<file path="config.mk">
export PLATFORM = sky130hd
export DESIGN_NAME = cmd_regs
export DESIGN_NICKNAME = d
export VERILOG_FILES = /design/src/design/cmd_regs_pkg.sv /design/src/design/cmd_regs.sv /design/src/design/slew_store.sv
export SDC_FILE = /design/constraint.sdc
export NUM_CORES = 1
export LEC_CHECK = 0
export BUFFER_PORTS_ARGS = -buffer_cell sky130_fd_sc_hd__clkbuf_2
export CORE_UTILIZATION = 55
export CTS_CLUSTER_SIZE = 8
export DETAILED_ROUTE_END_ITERATION = 6
export HOLD_SLACK_MARGIN = 0.1
export PLACE_DENSITY = 0.77
export REMOVE_ABC_BUFFERS = 1
export SYNTH_ARGS = -nofsm -noshare
export SYNTH_HDL_FRONTEND = slang
export SYNTH_SLANG_ARGS = --single-unit
</file>
<file path="constraint.sdc">
create_clock -name sys_clk_in -period 3.8 [get_ports sys_clk_in]
set_input_delay 0.38 -clock sys_clk_in [delete_from_list [all_inputs] [get_ports sys_clk_in]]
set_output_delay 0.38 -clock sys_clk_in [all_outputs]
set_load 0.05 [all_outputs]
</file>
<file path="src/design/cmd_regs_pkg.sv">
`default_nettype none
package cmd_regs_pkg;
	localparam int          WORD_W          = 16;
	localparam int          CHAN_N          = 4;
	localparam logic [2:0]  SW_CMD_ID       = 3'h4;
	localparam logic [2:0]  BOOST_CMD_ID    = 3'h3;
	localparam logic [2:0]  SLEW_CMD_ID     = 3'h0;
	localparam int          TOP_POS         = 13;
	localparam int          TOGGLE_POS      = 12;
	localparam int          SLEW_EN_POS     = 12;
	localparam int          STATUS_TOGGLE   = 11;
	localparam logic [11:0] RESET_CODE      = 12'h555;
	localparam logic [11:0] KEEPALIVE_CODE  = 12'h195;
	localparam int          COMP_POS        = 6;
	localparam int          PHASE_POS       = 4;
	localparam int          FREQ_POS        = 2;
	localparam int          VLIM_POS        = 0;
	localparam logic        COMP_RST        = 1'b0;
	localparam logic [1:0]  PHASE_RST       = 2'h0;
	localparam logic [1:0]  FREQ_RST        = 2'h1;
	localparam logic [1:0]  VLIM_RST        = 2'h0;
	localparam logic [1:0]  FREQ_RESERVED   = 2'h3;
	localparam int          OSC_KHZ         = 13000;
	localparam int          FREQ_250_KHZ    = 250;
	localparam int          FREQ_410_KHZ    = 410;
	localparam int          FREQ_650_KHZ    = 650;
	localparam int          DIV_250         = OSC_KHZ / FREQ_250_KHZ;
	localparam int          DIV_410         = OSC_KHZ / FREQ_410_KHZ;
	localparam int          DIV_650         = OSC_KHZ / FREQ_650_KHZ;
	localparam int          SLEW_W          = 7;
	localparam int          WDOG_W          = 24;
	localparam logic [23:0] WDOG_TIMEOUT_RST = 24'h00c350;
endpackage
`default_nettype wire

</file>
<file path="src/design/cmd_regs.sv">
`timescale 1ns/10ps
`default_nettype none
// Operation
// RL1: 100 prefix selects software command fields
// RL2: Toggle bit copied into status bit 11
// RL3: Code 0x555 resets all logic, registers; the code keeps tick_sync and tick_prev through the soft reset
// RL4: Host sends 0x195 before watchdog timeout
// RL5: Missed keep-alive raises alert when enabled
// RL6: 011 prefix writes boost control, ignores 12:7
// RL7: Bit 6 selects internal or external compensation
// RL8: Bits 5:4 set channel clock phases
// RL9: Bits 3:2 pick divided switching rate
// RL10: Bits 1:0 set boost voltage limit
// RL11: Per-channel slew setting held and applied
// RL12: Frequency code 11 stored, treated reserved
module cmd_regs #(
	parameter logic [23:0] WDOG_TIMEOUT = cmd_regs_pkg::WDOG_TIMEOUT_RST
) (
	// Clock and reset
	input  wire logic                         sys_clk_in,
	input  wire logic                         rst_in,
	input  wire logic                         clk_en_in,
	// Decoded command word from the serial receiver
	input  wire logic                         word_valid_in,
	input  wire logic [cmd_regs_pkg::WORD_W-1:0] word_in,
	input  wire logic [1:0]                   slew_chan_in,
	input  wire logic                         wdog_enable_in,
	// Osc tick (13 MHz domain, already a pin level)
	input  wire logic                         osc_tick_in,
	// Outputs
	output var  logic [cmd_regs_pkg::WORD_W-1:0] status_out,
	output var  logic                         soft_reset_out,
	output var  logic                         alert_out,
	output var  logic                         boost_comp_select_out,
	output var  logic [1:0]                   boost_phase_select_out,
	output var  logic [1:0]                   boost_freq_select_out,
	output var  logic [1:0]                   boost_voltage_limit_out,
	output var  logic                         freq_reserved_out,
	output var  logic [cmd_regs_pkg::CHAN_N-1:0] chan_clk_out,
	output var  logic [cmd_regs_pkg::CHAN_N-1:0] slew_enable_out,
	output var  logic [cmd_regs_pkg::SLEW_W-1:0] slew_setting_out
);
	import cmd_regs_pkg::*;

	////////////////////////////////////////////////////////////////////////
	typedef struct packed {
		logic              toggle;
		logic              rst_pend;
		logic              comp;
		logic [1:0]        phase;
		logic [1:0]        freq;
		logic [1:0]        vlim;
		logic [WDOG_W-1:0] wdog_cnt;
		logic              alert;
		logic [CHAN_N-1:0] slew_en;
		logic [1:0]        tick_sync;
		logic              tick_prev;
		logic [7:0]        div_cnt;
		logic [1:0]        quarter;
	} state_t;

	state_t     st_q;
	state_t     st_d;
	logic       sw_hit;
	logic       boost_hit;
	logic       slew_hit;
	logic       tick_rise;
	logic [7:0] div_lim;
	logic       half_flip;

	assign sw_hit    = word_valid_in && word_in[WORD_W-1:TOP_POS] == SW_CMD_ID;    // see RL1
	assign boost_hit = word_valid_in && word_in[WORD_W-1:TOP_POS] == BOOST_CMD_ID; // see RL6
	assign slew_hit  = word_valid_in && word_in[WORD_W-1:TOP_POS] == SLEW_CMD_ID;
	assign tick_rise = st_q.tick_sync[1] && !st_q.tick_prev;

	// Divider limit per frequency code; reserved code reuses the default rate
	always_comb begin
		case (st_q.freq) // see RL9
			2'h0:    div_lim = 8'(DIV_250 / 4);
			2'h2:    div_lim = 8'(DIV_650 / 4);
			default: div_lim = 8'(DIV_410 / 4); // see RL12
		endcase
	end
	assign half_flip = tick_rise && st_q.div_cnt >= div_lim - 8'h01;

	////////////////////////////////////////////////////////////////////////
	always_comb begin
		st_d = st_q;
		st_d.tick_sync = {st_q.tick_sync[0], osc_tick_in};
		st_d.tick_prev = st_q.tick_sync[1];
		st_d.rst_pend  = 1'b0;
		if (tick_rise) begin
			st_d.div_cnt = half_flip ? 8'h00 : st_q.div_cnt + 8'h01;
		end
		if (half_flip) begin
			st_d.quarter = st_q.quarter + 2'h1;
		end
		if (sw_hit) begin
			st_d.toggle = word_in[TOGGLE_POS]; // see RL2
			if (word_in[11:0] == RESET_CODE) begin
				st_d.rst_pend = 1'b1; // see RL3
			end
		end
		// Keep-alive restarts the watchdog
		if (!wdog_enable_in || (sw_hit && word_in[11:0] == KEEPALIVE_CODE)) begin
			st_d.wdog_cnt = '0; // see RL4
		end else if (st_q.wdog_cnt >= WDOG_TIMEOUT - 24'h000001) begin
			st_d.alert = 1'b1; // see RL5
		end else begin
			st_d.wdog_cnt = st_q.wdog_cnt + 24'h000001;
		end
		if (boost_hit) begin
			st_d.comp  = word_in[COMP_POS];         // see RL7
			st_d.phase = word_in[PHASE_POS +: 2];  // see RL8
			st_d.freq  = word_in[FREQ_POS +: 2];   // see RL12
			st_d.vlim  = word_in[VLIM_POS +: 2];   // see RL10
		end
		if (slew_hit) begin
			st_d.slew_en[slew_chan_in] = word_in[SLEW_EN_POS]; // see RL11
		end
	end

	always_ff @(posedge sys_clk_in or posedge rst_in) begin
		if (rst_in) begin
			st_q <= '{toggle: 1'b0, rst_pend: 1'b0, comp: COMP_RST, phase: PHASE_RST,
			          freq: FREQ_RST, vlim: VLIM_RST, wdog_cnt: '0, alert: 1'b0,
			          slew_en: '0, tick_sync: 2'h0, tick_prev: 1'b0, div_cnt: 8'h00,
			          quarter: 2'h0};
		end else if (clk_en_in) begin
			if (st_q.rst_pend) begin
				st_q <= '{toggle: 1'b0, rst_pend: 1'b0, comp: COMP_RST, phase: PHASE_RST,
				          freq: FREQ_RST, vlim: VLIM_RST, wdog_cnt: '0, alert: 1'b0,
				          slew_en: '0, tick_sync: st_d.tick_sync, tick_prev: st_d.tick_prev,
				          div_cnt: 8'h00, quarter: 2'h0}; // see RL3
			end else begin
				st_q <= st_d;
			end
		end
	end

	////////////////////////////////////////////////////////////////////////
	// Slew settings live in a small per-channel store
	slew_store #(
		.DEPTH (CHAN_N),
		.WIDTH (SLEW_W)
	) slew_store_inst (
		.sys_clk_in  (sys_clk_in),
		.rst_in      (rst_in || st_q.rst_pend),
		.clk_en_in   (clk_en_in),
		.wr_en_in    (slew_hit),
		.wr_addr_in  (slew_chan_in),
		.wr_data_in  (word_in[SLEW_W-1:0]),
		.rd_addr_in  (slew_chan_in),
		.rd_data_out (slew_setting_out)
	); // see RL11

	// Channel clock phases from a four-step sequence
	logic base_clk;
	logic quad_clk [CHAN_N];
	assign base_clk = st_q.quarter[1];
	genvar g;
	generate
		for (g = 0; g < CHAN_N; g++) begin : g_ch
			assign quad_clk[g] = (st_q.quarter - 2'(g)) >= 2'h2;
			always_comb begin
				case (st_q.phase) // see RL8
					2'h0:    chan_clk_out[g] = base_clk;
					2'h1:    chan_clk_out[g] = (g >= 2) ? !base_clk : base_clk;
					2'h2:    chan_clk_out[g] = (g % 2 == 1) ? !base_clk : base_clk;
					default: chan_clk_out[g] = quad_clk[g];
				endcase
			end
		end
	endgenerate

	always_comb begin
		status_out                = '0;
		status_out[STATUS_TOGGLE] = st_q.toggle; // see RL2
	end
	assign soft_reset_out          = st_q.rst_pend;
	assign alert_out               = st_q.alert && wdog_enable_in; // see RL5
	assign boost_comp_select_out   = st_q.comp;
	assign boost_phase_select_out  = st_q.phase;
	assign boost_freq_select_out   = st_q.freq;
	assign boost_voltage_limit_out = st_q.vlim;
	assign freq_reserved_out       = st_q.freq == FREQ_RESERVED; // see RL12
	assign slew_enable_out         = st_q.slew_en;
endmodule
`default_nettype wire

</file>
<file path="src/design/slew_store.sv">
`timescale 1ns/10ps
`default_nettype none
module slew_store #(
	parameter int DEPTH = 4,
	parameter int WIDTH = 8
) (
	// Clock and reset
	input  wire logic                     sys_clk_in,
	input  wire logic                     rst_in,
	input  wire logic                     clk_en_in,
	// Write and read
	input  wire logic                     wr_en_in,
	input  wire logic [$clog2(DEPTH)-1:0] wr_addr_in,
	input  wire logic [WIDTH-1:0]         wr_data_in,
	input  wire logic [$clog2(DEPTH)-1:0] rd_addr_in,
	output var  logic [WIDTH-1:0]         rd_data_out
);
	logic [WIDTH-1:0] mem_q [DEPTH];
	always_ff @(posedge sys_clk_in or posedge rst_in) begin
		if (rst_in) begin
			for (int i = 0; i < DEPTH; i++) begin
				mem_q[i] <= '0;
			end
			rd_data_out <= '0;
		end else if (clk_en_in) begin
			if (wr_en_in) begin
				mem_q[wr_addr_in] <= wr_data_in;
			end
			rd_data_out <= mem_q[rd_addr_in];
		end
	end
endmodule
`default_nettype wire

</file>
==> flow_metrics.tcl <==
set metrics [dict create \
    critical_path.cell_chain "or4_1, a311oi_2, and2_1, o21ai_2, mux2_2" \
    cts.repair.resized 0 \
    longest_clk_path_bufs 2 \
    flow.area_growth_from_synthesis_pct 8.81 \
    commonest_cells_after_routing_fill_and_taps_aside "sky130_fd_sc_hd__dfrtp_1, sky130_fd_sc_hd__clkbuf_2, sky130_fd_sc_hd__mux2_2" \
    final_util_pct 61.7 \
    initial_core_util_pct 56.7 \
    antenna_left 0 \
    period_needed_ns 2.60 \
    slew_headroom_pct 30.2 \
    class_of_the_worst_hold_path "in2async" \
    power.share.switching_pct 36.5 \
    die_x_um 91.0 \
    synth_sequential_area_ratio_pct 49.4 \
    sequential_power_share_pct 46.6 \
    cts_buffers 9 \
    hpwl_um 6330 \
    grt.total_usage_pct 23.3 \
    commonest_non_fill_non_tap_cell_in_the_layout "sky130_fd_sc_hd__dfrtp_1" \
    hold_slack_ns 0.208 \
    slowest_delay_ns 0.63 \
    total_instance_count_after_detailed_placement 503 \
    post_synth_inst_count 372 \
    placement_rows 32 \
    drc_marker_count_from_the_first_detailed_route_iteration 205 \
    synthDistinctLibCells 65 \
    route.detailed.drc 0 \
    setup_tns_ns 0 \
    max_slew.worst_pin.slew_ns 1.05 \
    wire_per_inst_um 17.1 \
    critPathArrivalTime_ns 2.85 \
    grt_pass1_vias 2919 \
    cts_sinks 86 \
    vertical_die_dimension_um 91.0 \
    grt_first_pass_wirelength_um 15000 \
    slew_viol_final 0 \
    antenna_found_initial 0 \
    cellInternalPower_uw 1540 \
    synth.area.top_cells "sky130_fd_sc_hd__dfrtp_1, sky130_fd_sc_hd__mux2_2, sky130_fd_sc_hd__buf_4" \
    netlist.top_cell.by_area "sky130_fd_sc_hd__dfrtp_1" \
    antennaDiodeCount 0 \
    num_io_pins 65 \
    placeableCoreArea_mm2 0.00769 \
    cap_viol_max_count 0 \
    pre_repair_dr_iteration_count 5 \
    vias 3029 \
    post_route_cells_drive_above_1_share_pct 30.7 \
    number_of_enable_flip_flop_cells_after_synthesis 0 \
    start_kind "register" \
    post_synth_instance_area_mm2 0.00436 \
    postCtsHoldBufs 0 \
    grt_residual_overflow 0 \
    synthDominantCellAreaShare_pct 48.8 \
    critPathKind "reg2reg" \
    final_cycle_share_pct 68.3 \
    h-tree-depth 3 \
    worstSetupEndpointType "register" \
    final-hold-violation-count 0 \
    cts_tree "yes" \
    ys.flop_type "sky130_fd_sc_hd__dfrtp_1" \
    grt_setup_unrepaired "no" \
    portBuffers 49 \
    skew_ns 0.0158 \
    irDropWorstVdd_mv 0.277 \
    synthArstFlopShare_pct 100 \
    worst_skew_pair.late_latency_ns 0.36 \
    status "finished clean" \
    p_leak_uw 0.00234 \
    netSwitchingPower_uw 886 \
    worst_setup_hold_path_clk_slew_ns 0.09 \
    cp_max_fo 18 \
    cp_slowest_cell "sky130_fd_sc_hd__and2_1" \
    cts-root-buf "sky130_fd_sc_hd__clkbuf_8" \
    layout.filler_cells 637 \
    finalWeightedCongestion 0.848 \
    synth_seq_cells 86 \
    fmax_ghz 0.385 \
    power_frac_comb_pct 28.1 \
    grt_max_degree 52 \
    clkPwrFrac_pct 25.3 \
    finalWirelength_um 8900 \
    post_cts.repair.setup_buffers 0 \
    synth_area_per_cell_um2 11.7 \
    setup_viol 0 \
    fin_cells 519 \
    via_per_inst 5.84 \
    power_density_mw_per_mm2 511 \
    floorplan.die_area_mm2 0.00829 \
    nNetsFinal 446 \
    cp_data_required_time_ns 4.06 \
    synth-warning-count 0 \
]
## metrics by stage
step / instance area, um^2 / setup WS, ns / total power (uW)
floorplan: 4160 / 1.10 / 1660
global placement: 4550 / 1.28 / 1800
detailed placement: 4550 / 1.22 / 1830
CTS: 4740 / 1.21 / 2440
global route: 4740 / 1.04 / 2550
finish: 4740 / 1.20 / 2420
## layout make-up
cell class	instances	area (um^2)	share of cell area, %
clock buffer	11	151	3.19
clock inverter	5	38.8	0.818
inverter	13	48.8	1.03
multi-input combinational	251	1960	41.4
sequential	86	2150	45.4
tap	102	128	2.69
timing repair buffer	51	260	5.49
## power groups by stage
stage	registers [uW]	logic (uW)	clock network, uW
final	1130	682	613
after global routing	1150	740	664
after CTS	1130	688	626
after detailed placement	1150	685	0
after global placement	1140	663	0
after floorplan	1240	421	0
## cells by family after synthesis
kind of cell / Yosys count / share of synthesized area (%)
buffers and inverters: 49 / 6.83
AND/OR/NAND/NOR: 96 / 12.9
adder cells (fa/ha/maj): 10 / 2.87
flip-flops: 86 / 49.4
other: 1 / 0.0860
AO/OA/AOI/OAI: 76 / 12.5
XOR/XNOR: 3 / 0.603
multiplexers: 51 / 14.8
## flip-flops by register name, indices dropped and copies added (netlist names)
register / flops
soft_reset_out: 1
boost_phase_select_out: 2
st_q: 35
base_clk: 1
boost_freq_select_out: 2
slew_enable_out: 4
status_out: 1
slew_store_inst.mem_q: 28
boost_voltage_limit_out: 2
st_d: 2
slew_store_inst.rd_data_out: 7
boost_comp_select_out: 1
## path summary, 6_finish.rpt
check	from	end	slack [ns]	depth (start not counted)
min in group sys_clk_in	osc_tick_in	st_d[12]$_DFFE_PP0P_	0.26	2
max in group asynchronous	soft_reset_out$_DFFE_PP0P_	slew_store_inst.mem_q[6]$_DFFE_PP0P_	2.24	2
worst max-delay path	st_q[28]$_DFFE_PP0P_	st_q[18]$_DFFE_PP0P_	1.20	5
worst max register to register	st_q[28]$_DFFE_PP0P_	st_q[18]$_DFFE_PP0P_	1.20	5
worst min-delay path	rst_in	slew_store_inst.rd_data_out[2]$_DFFE_PP0P_	0.21	2
worst min register to register	st_q[40]$_DFFE_PP0P_	st_q[40]$_DFFE_PP0P_	0.49	1
## critical path, delay by kind of cell, from the launching register on
family | cells | cell delay (ns)
compound gates | 2 | 0.57
flops | 1 | 0.43
simple gates | 2 | 1.18
mux | 1 | 0.31
## routing by layer
metal | vias to the layer above | share of wire [%] | GRT usage [%]
li1 | 1416 | - | -
met1 | 1500 | 44 | 32.0
met2 | 97 | 48 | 36.4
met3 | 16 | 5.4 | 4.19
met4 | 0 | 2.0 | 9.92
met5 | - | 0 | 0
## cells in the mapped netlist, types with 2 or more instances
master                     number
sky130_fd_sc_hd__a21o_1         5
sky130_fd_sc_hd__buf_1          2
sky130_fd_sc_hd__or3_1          2
sky130_fd_sc_hd__a41oi_1        3
sky130_fd_sc_hd__nor2b_1        4
sky130_fd_sc_hd__o211ai_1       3
sky130_fd_sc_hd__dfrtp_1       85
sky130_fd_sc_hd__nor3b_1        2
sky130_fd_sc_hd__nor2_1        11
sky130_fd_sc_hd__clkbuf_1       5
sky130_fd_sc_hd__nand2_1       18
sky130_fd_sc_hd__a22o_1         8
sky130_fd_sc_hd__o21ai_0       10
sky130_fd_sc_hd__and2_1        16
sky130_fd_sc_hd__buf_4         26
sky130_fd_sc_hd__nor3_1         4
sky130_fd_sc_hd__a21oi_1        8
sky130_fd_sc_hd__nand4_1        4
sky130_fd_sc_hd__a31oi_1       15
sky130_fd_sc_hd__xnor2_1        2
sky130_fd_sc_hd__buf_6          2
sky130_fd_sc_hd__and3_1         9
sky130_fd_sc_hd__nor4_1         2
sky130_fd_sc_hd__nand3_1        7
sky130_fd_sc_hd__o22a_1         2
sky130_fd_sc_hd__mux2_2        38
sky130_fd_sc_hd__ha_1          10
sky130_fd_sc_hd__o31ai_1        2
sky130_fd_sc_hd__mux2i_1        6
sky130_fd_sc_hd__o21ai_1        3
sky130_fd_sc_hd__or4_1          4
sky130_fd_sc_hd__o22ai_1        2
sky130_fd_sc_hd__nand3b_1       2
sky130_fd_sc_hd__mux4_2         7
sky130_fd_sc_hd__inv_1         12
sky130_fd_sc_hd__and4_1         2
(Power assumes the default switching activity.)
